[config.mk]
export PLATFORM = sky130hd
export DESIGN_NAME = ucsr_core
export DESIGN_NICKNAME = d
export VERILOG_FILES = /design/src/hw/ucsr_pkg.sv /design/src/hw/ucsr_core.sv
export SDC_FILE = /design/constraint.sdc
export NUM_CORES = 1
export LEC_CHECK = 0
export BUFFER_PORTS_ARGS = -buffer_cell sky130_fd_sc_hd__buf_2
export CAP_MARGIN = 10
export CORE_AREA = 4 4 122 171
export DETAILED_ROUTE_END_ITERATION = 16
export DIE_AREA = 0 0 126 175
export GPL_TIMING_DRIVEN = 0
export PLACE_DENSITY = 0.49
export SLEW_MARGIN = 25
export SYNTH_ARGS = -nofsm -noshare
export SYNTH_HDL_FRONTEND = slang
export SYNTH_SLANG_ARGS = --single-unit
[constraint.sdc]
create_clock -name clk_sys -period 3.18 [get_ports clk_sys]
set_input_delay 0.477 -clock clk_sys [delete_from_list [all_inputs] [get_ports clk_sys]]
set_output_delay 0.477 -clock clk_sys [all_outputs]
set_load 0.02 [all_outputs]
[src/hw/ucsr_pkg.sv]
// Constants shared by the serial control and status block.
// Assumes an 8-bit register port and a receive path sampled by a baud tick.
package ucsr_pkg;

    // --------------------------------------------------------------
    // Register offsets
    // --------------------------------------------------------------
    localparam logic [3:0] UCSR_OFS_TX_LOW = 4'h2;
    localparam logic [3:0] UCSR_OFS_TX_HIGH = 4'h3;
    localparam logic [3:0] UCSR_OFS_FLAGS = 4'h4;
    localparam logic [3:0] UCSR_OFS_CTRL_A = 4'h5;
    localparam logic [3:0] UCSR_OFS_CTRL_B = 4'h6;
    localparam logic [3:0] UCSR_OFS_CTRL_C = 4'h7;

    // --------------------------------------------------------------
    // Field positions
    // --------------------------------------------------------------
    localparam int UCSR_F_RXC = 7;
    localparam int UCSR_F_TXC = 6;
    localparam int UCSR_F_DRE = 5;
    localparam int UCSR_F_RXS = 4;
    localparam int UCSR_F_ISF = 3;
    localparam int UCSR_F_BDF = 1;
    localparam int UCSR_F_WFB = 0;
    localparam int UCSR_F_LOOPBACK_ENABLE = 3;
    localparam int UCSR_F_RECEIVER_ENABLE = 7;
    localparam int UCSR_F_TRANSMITTER_ENABLE = 6;
    localparam int UCSR_F_START_FRAME_DETECT_ENABLE = 4;
    localparam int UCSR_F_OPEN_DRAIN_ENABLE = 3;
    localparam int UCSR_F_MULTIPROCESSOR_FILTER = 0;

    // --------------------------------------------------------------
    // Reset values and encodings
    // --------------------------------------------------------------
    localparam logic [7:0] UCSR_RST_CTRL = 8'h00;
    localparam logic [1:0] UCSR_LD_OFF = 2'h0;
    localparam logic [1:0] UCSR_LD_EXT = 2'h1;
    localparam logic [1:0] UCSR_LD_INT = 2'h2;
    localparam logic [1:0] UCSR_RX_NORMAL = 2'h0;
    localparam logic [1:0] UCSR_RX_DOUBLE = 2'h1;
    localparam logic [1:0] UCSR_RX_GENAB = 2'h2;
    localparam logic [1:0] UCSR_RX_LINAB = 2'h3;
    localparam logic [1:0] UCSR_CM_ASYNC = 2'h0;
    localparam logic [1:0] UCSR_CM_MASTER_SPI_MODE = 2'h3;
    localparam logic [1:0] UCSR_PM_EVEN = 2'h2;
    localparam logic [1:0] UCSR_PM_ODD = 2'h3;

    // --------------------------------------------------------------
    // Counts in baud samples, bits and edges
    // --------------------------------------------------------------
    localparam logic [4:0] UCSR_SAMPLES_NORMAL = 5'd16;
    localparam logic [4:0] UCSR_SAMPLES_DOUBLE = 5'd8;
    localparam logic [3:0] UCSR_BREAK_BITS = 4'd11;
    localparam logic [4:0] UCSR_LIN_TOL = 5'd3;
    localparam logic [3:0] UCSR_SYNC_EDGES = 4'd8;
    localparam logic [11:0] UCSR_SEG_MIN = 12'd2;
    localparam logic [11:0] UCSR_SEG_MAX = 12'hfff;

    typedef enum logic [3:0] {
        UCSR_AB_IDLE = 4'b0001,
        UCSR_AB_WAIT = 4'b0010,
        UCSR_AB_SYNC = 4'b0100,
        UCSR_AB_FAIL = 4'b1000
    } ucsr_ab_state_t;

endpackage

[src/hw/ucsr_core.sv]
// Control and status logic of a serial transceiver: register port, flags,
// enables, pin control, break and autobaud sync checking.
// Assumes the shift registers, baud generator and receive buffer live outside
// on the same clock; only the receive pin is asynchronous.
//
// Notes on behaviour
// - Receive flag follows unread data, clears on one.
// - Transmit flag on frame done, buffer empty.
// - Empty flag high when buffer empty, from reset.
// - Start edge sets flag in standby, wakes.
// - Bad sync sets flag; clearing returns idle.
// - Break is eleven low bits; mode-dependent flag.
// - Wait-for-break takes any low pulse, reads zero.
// - Each enable raises request while flag set.
// - Loop-back ties transmit output to receiver.
// - Line-driver field picks transmit-enable behaviour.
// - Receiver enable owns pin; clearing flushes state.
// - Transmitter release waits for both buffers empty.
// - Open-drain drives low only.
// - Receiver mode: normal, double, two autobaud.
// - Generic sync accepted after eight segments.
// - LIN sync bits within 16 plus-minus 3.
// - Multiprocessor mode discards non-address frames.
// - Communication mode field; SPI changes layout.
// - Parity field: off, even, odd; not SPI.
//
// The plain strobed port was decided locally.
`timescale 1ns/100ps
`default_nettype none

module ucsr_core
    import ucsr_pkg::*;
(
    input wire logic clk_sys,
    input wire logic reset_n,
    input wire logic [3:0] reg_addr,
    input wire logic [7:0] reg_wdata,
    input wire logic reg_write,
    input wire logic reg_read,
    output logic [7:0] reg_rdata,
    input wire logic rx_unread,
    input wire logic rx_data_received,
    input wire logic rx_frame_end,
    input wire logic rx_frame_address,
    output logic rx_flush,
    output logic rx_frame_discard,
    output logic rx_line,
    input wire logic tx_shift_empty,
    input wire logic tx_buffer_taken,
    input wire logic tx_frame_done,
    input wire logic txc_vector_ack,
    output logic tx_buffer_valid,
    output logic [8:0] tx_buffer_data,
    input wire logic txd_core,
    input wire logic rxd_pin,
    output logic txd_out,
    output logic txd_oe_n,
    output logic transmit_enable_pin,
    output logic rx_pin_owned,
    output logic tx_pin_owned,
    input wire logic sleep_idle,
    input wire logic sleep_standby,
    output logic wake_request,
    input wire logic sample_tick,
    output logic [4:0] samples_per_bit,
    output logic sync_accepted,
    output logic [15:0] sync_length,
    output logic parity_enable,
    output logic parity_odd,
    output logic [1:0] communication_mode,
    output logic [2:0] character_size,
    output logic irq_receive_complete,
    output logic irq_transmit_complete,
    output logic irq_buffer_empty,
    output logic irq_receive_start,
    output logic irq_autobaud_error
);

    // --------------------------------------------------------------
    // Register state
    // --------------------------------------------------------------
    logic [7:0] ctrl_a;
    logic [7:0] ctrl_b;
    logic [7:0] ctrl_c;
    logic tx_ninth_bit;
    logic tx_full;
    logic rxc_cleared;
    logic transmit_complete_flag;
    logic receive_start_flag;
    logic inconsistent_sync_flag;
    logic break_detected_flag;
    logic wait_for_break;
    logic tx_active;
    logic rxd_meta;
    logic rxd_sync;
    logic rx_prev;
    ucsr_ab_state_t ab_state;
    logic [7:0] low_count;
    logic [11:0] seg_count;
    logic [3:0] edge_count;
    logic [15:0] total_count;

    logic wr_flags;
    logic wr_one_rxc;
    logic receiver_enable;
    logic transmitter_enable;
    logic start_frame_detect_enable;
    logic open_drain_enable;
    logic loopback_enable;
    logic multiprocessor_filter;
    logic [1:0] line_driver_mode;
    logic [1:0] receiver_speed_mode;
    logic [1:0] parity_mode;
    logic autobaud;
    logic buffer_empty_flag;
    logic receive_complete_flag;
    logic fall_edge;
    logic rise_edge;
    logic break_seen;
    logic seg_bad;
    logic [7:0] break_limit;
    logic [7:0] status_read;

    assign wr_flags = reg_write && (reg_addr == UCSR_OFS_FLAGS);
    assign wr_one_rxc = wr_flags && reg_wdata[UCSR_F_RXC];
    assign receiver_enable = ctrl_b[UCSR_F_RECEIVER_ENABLE];
    assign transmitter_enable = ctrl_b[UCSR_F_TRANSMITTER_ENABLE];
    assign start_frame_detect_enable = ctrl_b[UCSR_F_START_FRAME_DETECT_ENABLE];
    assign open_drain_enable = ctrl_b[UCSR_F_OPEN_DRAIN_ENABLE];
    assign multiprocessor_filter = ctrl_b[UCSR_F_MULTIPROCESSOR_FILTER];
    assign receiver_speed_mode = ctrl_b[2:1];
    assign loopback_enable = ctrl_a[UCSR_F_LOOPBACK_ENABLE];
    assign line_driver_mode = ctrl_a[1:0];
    assign communication_mode = ctrl_c[7:6];
    assign parity_mode = ctrl_c[5:4];
    assign character_size = ctrl_c[2:0];
    assign autobaud = (receiver_speed_mode == UCSR_RX_GENAB) || (receiver_speed_mode == UCSR_RX_LINAB);

    // --------------------------------------------------------------
    // Register writes
    // --------------------------------------------------------------
    always_ff @(posedge clk_sys or negedge reset_n)
    begin
        if (!reset_n)
        begin
            ctrl_a <= UCSR_RST_CTRL;
            ctrl_b <= UCSR_RST_CTRL;
            ctrl_c <= UCSR_RST_CTRL;
            tx_ninth_bit <= 1'b0;
        end
        else if (reg_write)
        begin
            case (reg_addr)
                UCSR_OFS_TX_HIGH: tx_ninth_bit <= reg_wdata[0];
                UCSR_OFS_CTRL_A: ctrl_a <= reg_wdata;
                UCSR_OFS_CTRL_B: ctrl_b <= {reg_wdata[7:6], 1'b0, reg_wdata[4:0]};
                UCSR_OFS_CTRL_C: ctrl_c <= reg_wdata;
                default: ctrl_a <= ctrl_a;
            endcase
        end
    end

    // Transmit buffer. A low-byte write while the buffer is full is dropped,
    // so a busy transmitter never loses the character it already holds.
    always_ff @(posedge clk_sys or negedge reset_n)
    begin
        if (!reset_n)
        begin
            tx_full <= 1'b0;
            tx_buffer_data <= 9'h000;
        end
        else if (reg_write && (reg_addr == UCSR_OFS_TX_LOW) && !tx_full)
        begin
            tx_full <= 1'b1;
            tx_buffer_data <= {tx_ninth_bit, reg_wdata};
        end
        else if (tx_buffer_taken)
        begin
            tx_full <= 1'b0;
        end
    end

    assign tx_buffer_valid = tx_full;
    assign buffer_empty_flag = !tx_full;

    // --------------------------------------------------------------
    // Status flags
    // --------------------------------------------------------------
    always_ff @(posedge clk_sys or negedge reset_n)
    begin
        if (!reset_n)
        begin
            rxc_cleared <= 1'b0;
        end
        else if (rx_data_received || !receiver_enable)
        begin
            rxc_cleared <= 1'b0;
        end
        else if (wr_one_rxc)
        begin
            rxc_cleared <= 1'b1;
        end
    end

    assign receive_complete_flag = rx_unread && receiver_enable && !rxc_cleared;

    always_ff @(posedge clk_sys or negedge reset_n)
    begin
        if (!reset_n)
        begin
            transmit_complete_flag <= 1'b0;
        end
        else if (tx_frame_done && !tx_full)
        begin
            transmit_complete_flag <= 1'b1;
        end
        else if (txc_vector_ack || (wr_flags && reg_wdata[UCSR_F_TXC]))
        begin
            transmit_complete_flag <= 1'b0;
        end
    end

    always_ff @(posedge clk_sys or negedge reset_n)
    begin
        if (!reset_n)
        begin
            receive_start_flag <= 1'b0;
        end
        else if (fall_edge && start_frame_detect_enable && sleep_standby && communication_mode != UCSR_CM_MASTER_SPI_MODE)
        begin
            receive_start_flag <= 1'b1;
        end
        else if (wr_flags && reg_wdata[UCSR_F_RXS])
        begin
            receive_start_flag <= 1'b0;
        end
    end

    assign wake_request = fall_edge && start_frame_detect_enable && (sleep_idle || sleep_standby);

    always_ff @(posedge clk_sys or negedge reset_n)
    begin
        if (!reset_n)
        begin
            inconsistent_sync_flag <= 1'b0;
        end
        else if (ab_state == UCSR_AB_SYNC && seg_bad)
        begin
            inconsistent_sync_flag <= 1'b1;
        end
        else if (wr_flags && reg_wdata[UCSR_F_ISF])
        begin
            inconsistent_sync_flag <= 1'b0;
        end
    end

    always_ff @(posedge clk_sys or negedge reset_n)
    begin
        if (!reset_n)
        begin
            break_detected_flag <= 1'b0;
        end
        else if (autobaud ? sync_accepted : break_seen)
        begin
            break_detected_flag <= 1'b1;
        end
        else if ((wr_flags && reg_wdata[UCSR_F_BDF]) || (autobaud && rx_data_received))
        begin
            break_detected_flag <= 1'b0;
        end
    end

    always_ff @(posedge clk_sys or negedge reset_n)
    begin
        if (!reset_n)
        begin
            wait_for_break <= 1'b0;
        end
        else if (wr_flags && reg_wdata[UCSR_F_WFB])
        begin
            wait_for_break <= 1'b1;
        end
        else if (break_seen || !receiver_enable)
        begin
            wait_for_break <= 1'b0;
        end
    end

    // The empty flag position is read-only here, so a stray one written
    // to it by software has no effect.
    assign status_read = {receive_complete_flag, transmit_complete_flag, buffer_empty_flag,
                          receive_start_flag && start_frame_detect_enable, inconsistent_sync_flag,
                          1'b0, break_detected_flag, 1'b0};

    // --------------------------------------------------------------
    // Register reads
    // --------------------------------------------------------------
    always_ff @(posedge clk_sys or negedge reset_n)
    begin
        if (!reset_n)
        begin
            reg_rdata <= 8'h00;
        end
        else if (reg_read)
        begin
            case (reg_addr)
                UCSR_OFS_TX_HIGH: reg_rdata <= {7'h00, tx_ninth_bit};
                UCSR_OFS_FLAGS: reg_rdata <= status_read;
                UCSR_OFS_CTRL_A: reg_rdata <= ctrl_a;
                UCSR_OFS_CTRL_B: reg_rdata <= ctrl_b;
                UCSR_OFS_CTRL_C: reg_rdata <= ctrl_c;
                default: reg_rdata <= 8'h00;
            endcase
        end
        else
        begin
            reg_rdata <= 8'h00;
        end
    end

    // --------------------------------------------------------------
    // Interrupt requests
    // --------------------------------------------------------------
    assign irq_receive_complete = ctrl_a[7] && receive_complete_flag;
    assign irq_transmit_complete = ctrl_a[6] && transmit_complete_flag;
    assign irq_buffer_empty = ctrl_a[5] && buffer_empty_flag;
    assign irq_receive_start = ctrl_a[4] && receive_start_flag && start_frame_detect_enable;
    assign irq_autobaud_error = ctrl_a[2] && inconsistent_sync_flag;

    // --------------------------------------------------------------
    // Pins
    // --------------------------------------------------------------
    always_ff @(posedge clk_sys or negedge reset_n)
    begin
        if (!reset_n)
        begin
            rxd_meta <= 1'b1;
            rxd_sync <= 1'b1;
        end
        else
        begin
            rxd_meta <= rxd_pin;
            rxd_sync <= rxd_meta;
        end
    end

    assign rx_pin_owned = receiver_enable;
    assign rx_line = loopback_enable ? txd_core : rxd_sync;
    assign rx_flush = !receiver_enable;

    // The transmitter keeps the pin until both buffers drain, so turning it
    // off never truncates a frame already queued.
    always_ff @(posedge clk_sys or negedge reset_n)
    begin
        if (!reset_n)
        begin
            tx_active <= 1'b0;
        end
        else if (transmitter_enable)
        begin
            tx_active <= 1'b1;
        end
        else if (!tx_full && tx_shift_empty)
        begin
            tx_active <= 1'b0;
        end
    end

    logic tx_busy;
    logic drive_allowed;
    assign tx_busy = tx_full || !tx_shift_empty;
    assign tx_pin_owned = tx_active;
    assign drive_allowed = tx_active && ((line_driver_mode != UCSR_LD_INT) || tx_busy);
    assign txd_out = open_drain_enable ? 1'b0 : txd_core;
    assign txd_oe_n = !(drive_allowed && !(open_drain_enable && txd_core));
    assign transmit_enable_pin = (line_driver_mode == UCSR_LD_EXT) && tx_active && tx_busy;

    // --------------------------------------------------------------
    // Frame format outputs
    // --------------------------------------------------------------
    assign samples_per_bit = (receiver_speed_mode == UCSR_RX_DOUBLE && communication_mode == UCSR_CM_ASYNC)
                             ? UCSR_SAMPLES_DOUBLE : UCSR_SAMPLES_NORMAL;
    assign parity_enable = (communication_mode != UCSR_CM_MASTER_SPI_MODE)
                           && ((parity_mode == UCSR_PM_EVEN) || (parity_mode == UCSR_PM_ODD));
    assign parity_odd = parity_enable && (parity_mode == UCSR_PM_ODD);
    assign rx_frame_discard = multiprocessor_filter && rx_frame_end && !rx_frame_address;

    // --------------------------------------------------------------
    // Break detection and sync checking
    // --------------------------------------------------------------
    always_ff @(posedge clk_sys or negedge reset_n)
    begin
        if (!reset_n)
        begin
            rx_prev <= 1'b1;
        end
        else
        begin
            rx_prev <= rx_line;
        end
    end

    assign fall_edge = rx_prev && !rx_line;
    assign rise_edge = !rx_prev && rx_line;
    assign break_limit = 8'(UCSR_BREAK_BITS * samples_per_bit);
    assign break_seen = receiver_enable && rise_edge && (wait_for_break || low_count >= break_limit);

    always_ff @(posedge clk_sys or negedge reset_n)
    begin
        if (!reset_n)
        begin
            low_count <= 8'h00;
        end
        else if (rx_line)
        begin
            low_count <= 8'h00;
        end
        else if (sample_tick && low_count != 8'hff)
        begin
            low_count <= low_count + 8'h01;
        end
    end

    // In LIN mode each segment of the sync character must be one bit long,
    // which also proves the character is the alternating pattern.
    always_comb
    begin
        if (receiver_speed_mode == UCSR_RX_LINAB)
        begin
            seg_bad = (rise_edge || fall_edge)
                      && ((seg_count < 12'(samples_per_bit - UCSR_LIN_TOL))
                          || (seg_count > 12'(samples_per_bit + UCSR_LIN_TOL)));
        end
        else
        begin
            seg_bad = ((rise_edge || fall_edge) && seg_count < UCSR_SEG_MIN)
                      || (seg_count == UCSR_SEG_MAX);
        end
    end

    always_ff @(posedge clk_sys or negedge reset_n)
    begin
        if (!reset_n)
        begin
            ab_state <= UCSR_AB_IDLE;
            seg_count <= 12'h000;
            edge_count <= 4'h0;
            total_count <= 16'h0000;
            sync_accepted <= 1'b0;
            sync_length <= 16'h0000;
        end
        else if (!receiver_enable || !autobaud || communication_mode != UCSR_CM_ASYNC)
        begin
            ab_state <= UCSR_AB_IDLE;
            sync_accepted <= 1'b0;
        end
        else
        begin
            sync_accepted <= 1'b0;
            case (ab_state)
                UCSR_AB_IDLE:
                begin
                    if (break_seen)
                    begin
                        ab_state <= UCSR_AB_WAIT;
                    end
                end
                UCSR_AB_WAIT:
                begin
                    seg_count <= 12'h000;
                    edge_count <= 4'h0;
                    total_count <= 16'h0000;
                    if (fall_edge)
                    begin
                        ab_state <= UCSR_AB_SYNC;
                    end
                end
                UCSR_AB_SYNC:
                begin
                    if (seg_bad)
                    begin
                        ab_state <= UCSR_AB_FAIL;
                    end
                    else if (rise_edge || fall_edge)
                    begin
                        seg_count <= 12'h000;
                        edge_count <= edge_count + 4'h1;
                        if (edge_count + 4'h1 == UCSR_SYNC_EDGES)
                        begin
                            sync_accepted <= 1'b1;
                            sync_length <= total_count;
                            ab_state <= UCSR_AB_IDLE;
                        end
                    end
                    else if (sample_tick)
                    begin
                        seg_count <= seg_count + 12'h001;
                        total_count <= total_count + 16'h0001;
                    end
                end
                UCSR_AB_FAIL:
                begin
                    if (wr_flags && reg_wdata[UCSR_F_ISF])
                    begin
                        ab_state <= UCSR_AB_IDLE;
                    end
                end
                default: ab_state <= UCSR_AB_IDLE;
            endcase
        end
    end

endmodule

`default_nettype wire

==> results by group <==
Floorplan
  – Die Span Y: 175 um
  – Row count: 60
  – Starting Density: about 30%
  – Die Width: around 130 um
  – Die area: 22,100 um^2
  – Top Ports: 90
  – Core Box Area: 19,200 um^2

Power
  – Leak: 3.36 nW
  – Worst IR Drop VDD: 0.299 mV
  – Power per cell area: 575 nW/um^2
  – Power Total: between 0.004 and 0.005 W

Timing
  – Final Hold Viols: 0
  – F_max: roughly 330 MHz
  – Slew Limit Fails: 0
  – Least-Margin Pin Slew: a little under 900 ps
  – Clock Skew: 6.90 ps
  – Final setup vio count: 0
  – Slew Limit Headroom: 39.7%
  – Min setup slack post-route: 121 ps
  – Final Cycle Share: 96.2%
  – Crit path time final: 3060 ps

Global routing
  – Vias in the first global route: around 4,700
  – First-pass GRT wire length: approximately 24,000 um
  – Congestion Overflow GR: 0
  – Total GRT Usage: 13.7%
  – Largest net degree at the start of global routing: 62
  – Number of antenna violations at the first check in global routing: 0

Yosys
  – Cell taking the most area after synthesis: dfrtp_1
  – Synth Flop Type: dfrtp_1
  – Asr flop ratio synth: 100%
  – Top-count cell post-synth: dfrtp_1
  – Mapped cell area: about 5700 um^2
  – Yosys warns: 0
  – Syn avg cell area: 10.8 um^2
  – Number of synthesized flops with an enable pin: 0
  – Count of cell types in the netlist: 66
  – Seq cells post-synth: about 110
  – Leading post-synthesis cells by cell area: dfrtp_1 (48%), mux2_2 (8.5%), ha_1 (3.1%)
  – Top cells by count, synth: dfrtp_1 (109), nand2_1 (46), mux2_2 (43)
  – Area fraction of the dominant cell type after synthesis: 47.7%
  – Syn Inst Count: ~530
  – Register area share after synthesis: roughly half

Layout
  – Area added between synthesis and finish: 27.8%
  – Area occupied by multi-input gates: between 2000 and 3000 um^2
  – Final nets: approximately 700
  – N_diodes: 0
  – Fillers: about 2,000
  – Fin util: a little under two fifths
  – Register area: 2830 um^2
  – Layout cells sized above 1: between 30% and 40%

Route
  – Residual DRC: 0
  – Drt total wl: approximately 15,000 um
  – Antenna-violating nets left: 0
  – Wire length on met1: around 6200 um
  – Vias per cell: approximately 5
  – Met3 routed WL: about 670 um
  – Per-cell routed wire length: roughly 16 um
  – First DRT Iteration DRCs: between 200 and 300
  – Via count: ~4,500
  – WL met2: approximately 7500 um
  – Uppermost layer routed: met4
  – DR pass1 iterations: 6

Critical path
  – Req. time, crit path: about 3500 ps
  – Critical path launch point: ctrl_b[2]
  – Reg2Reg Depth: 12
  – Reg2reg setup slack: between 100 and 150 ps
  – Arrival @ worst endpoint: ~3400 ps
  – Worst r2r src: ctrl_b[2]
  – Largest stage delay, worst path: 600 ps
  – CP endpoint: sync_length[4]
  – CP endpoint kind: register
  – Crit Path Max Fanout: 10
  – Setup CP Type: reg -> reg
  – Reg2reg end: sync_length[4]
  – Worst setup SP type: register
  – Slowest-stage cell, CP: or4b_4
  – CP Cell Sequence: buf_6, or4b_4, inv_4, ha_4, a31oi_2, o21ai_2, o31ai_4, nand3_4, nor3_4, buf_4, buf_8, mux2_4

Placed design
  – GP Congestion: 0.838
  – DP Wirelength: between 10,000 and 15,000 um
  – PortBufs: between 80 and 90
  – Pre-CTS setup slack: -525 ps

Clock network
  – Worst skew pair latency: 410 ps
  – CTS tree: yes
  – Clk root buf: clkbuf_16
  – Clk pin slew, worst setup/hold paths: approximately 60 ps
  – H-tree levels: 4
  – CTS Hold Buffers Added: 0
  – Sink Count: 113
  – CTS buffer count: 17
  – Clk buf depth: 2

Run
  – Max-cap violations: 0

Outcome
  – Outcome: complete, no violations

Worst hold path
  – Worst hold path type: in -> async
-- worst max-delay path, delay by kind of cell (launching register included) --
kind | cells | cell delay, ps
AO/OA/AOI/OAI | 3 | 540
adder cells (fa/ha/maj) | 1 | 200
buffers and inverters | 4 | 510
flip-flops | 1 | 370
multiplexers | 1 | 300
AND/OR/NAND/NOR | 3 | 1010
-- registers in the layout, summed over array words and instances (netlist names), 4 cells and up --
name and flops:
total_count 16, seg_count 12, ctrl_b 7, edge_count 4, reg_rdata 8, sync_length 16
ab_state 4, tx_buffer_data 9, ctrl_c 8, low_count 8, ctrl_a 8
-- cell type report --
type / instances / share of cell area [%]
multi-input cells: 376 / 38.1
clock inverters: 15 / 2.19
plain buffers: 19 / 1.69
well taps: 248 / 4.24
repair buffers: 100 / 8.04
flip-flops and latches: 113 / 38.7
clock buffers: 17 / 5.82
inverters: 21 / 1.18
-- where the power goes --
part / internal [W] / switching (W) / leakage (nW)
logic: 0.000295 / 0.000377 / 1.60
registers: 0.00157 / 0.000104 / 1.49
clock network: 0.00116 / 0.000706 / 0.272
total: 0.00302 / 0.00119 / 3.36
-- layer usage --
metal  vias up  global-route usage (%)
met1      2225                    15.9
met3        29                    3.43
met2       131                    23.6
li1       2147                       -
met4         0                    6.13
met5         -                       0
-- how the worst min path moves through the flow --
stage,start,to,slack [ps],depth (start not counted)
after floorplan,reset_n,ab_state[1],180,0
after global placement,rxd_meta,rxd_sync,350,0
after detailed placement,rxd_meta,rxd_sync,350,0
after CTS,reset_n,tx_buffer_data[3],20,1
after global routing,reset_n,tx_buffer_data[3],40,1
final,reset_n,tx_buffer_data[3],7,1
-- kinds of logic (layout without fill, tap and decap cells) --
kind of cell             count (synthesis)  after routing  synth area share (%)
AO/OA/AOI/OAI                          103            103                  12.2
flip-flops                             113            113                  49.5
XOR/XNOR                                14             14                  2.14
adder cells (fa/ha/maj)                 14             14                  3.06
other                                    1              3                0.0655
AND/OR/NAND/NOR                        185            185                  17.0
buffers and inverters                   41            172                  3.63
multiplexers                            57             57                  12.4
-- layout by cell type (no fill, tap or decap), drive strengths merged, types with 5 or more instances in the layout --
master    Yosys  final
buf          10    110
dfrtp       109    109
mux2         53     53
nand2        46     46
nor2         42     42
o21ai        34     34
clkbuf       10     26
inv          20     23
a21oi        16     16
nand3        14     14
o31ai        14     14
ha           14     14
and3         13     13
nor2b        10     10
nand2b       10     10
xnor2         9      9
a31oi         9      9
nor3          9      9
and2          7      7
nor4          7      7
clkinv        1      6
nand4         5      5
or3           5      5
xor2          5      5
clkinvlp      0      5
-- what timing repair did --
item                       4_1_cts  5_1_grt
resized for setup               10       12
cloned                           1        0
setup endpoints to repair       34       31
pin swaps                        5        6
buffers inserted                10        3
-- per-stage QoR --
step | area (um^2) | hold WS [ps] | TNS, ps | cells
global placement | 6470 | 348 | -12200 | 863
detailed placement | 6510 | 353 | -12270 | 864
floorplan | 5730 | 181 | 0 | 530
global route | 7310 | 35.6 | -5.09 | 909
finish | 7310 | 6.66 | 0 | 909
CTS | 7230 | 15.2 | -55.3 | 906
No activity file was read; power rests on OpenSTA's default activity.
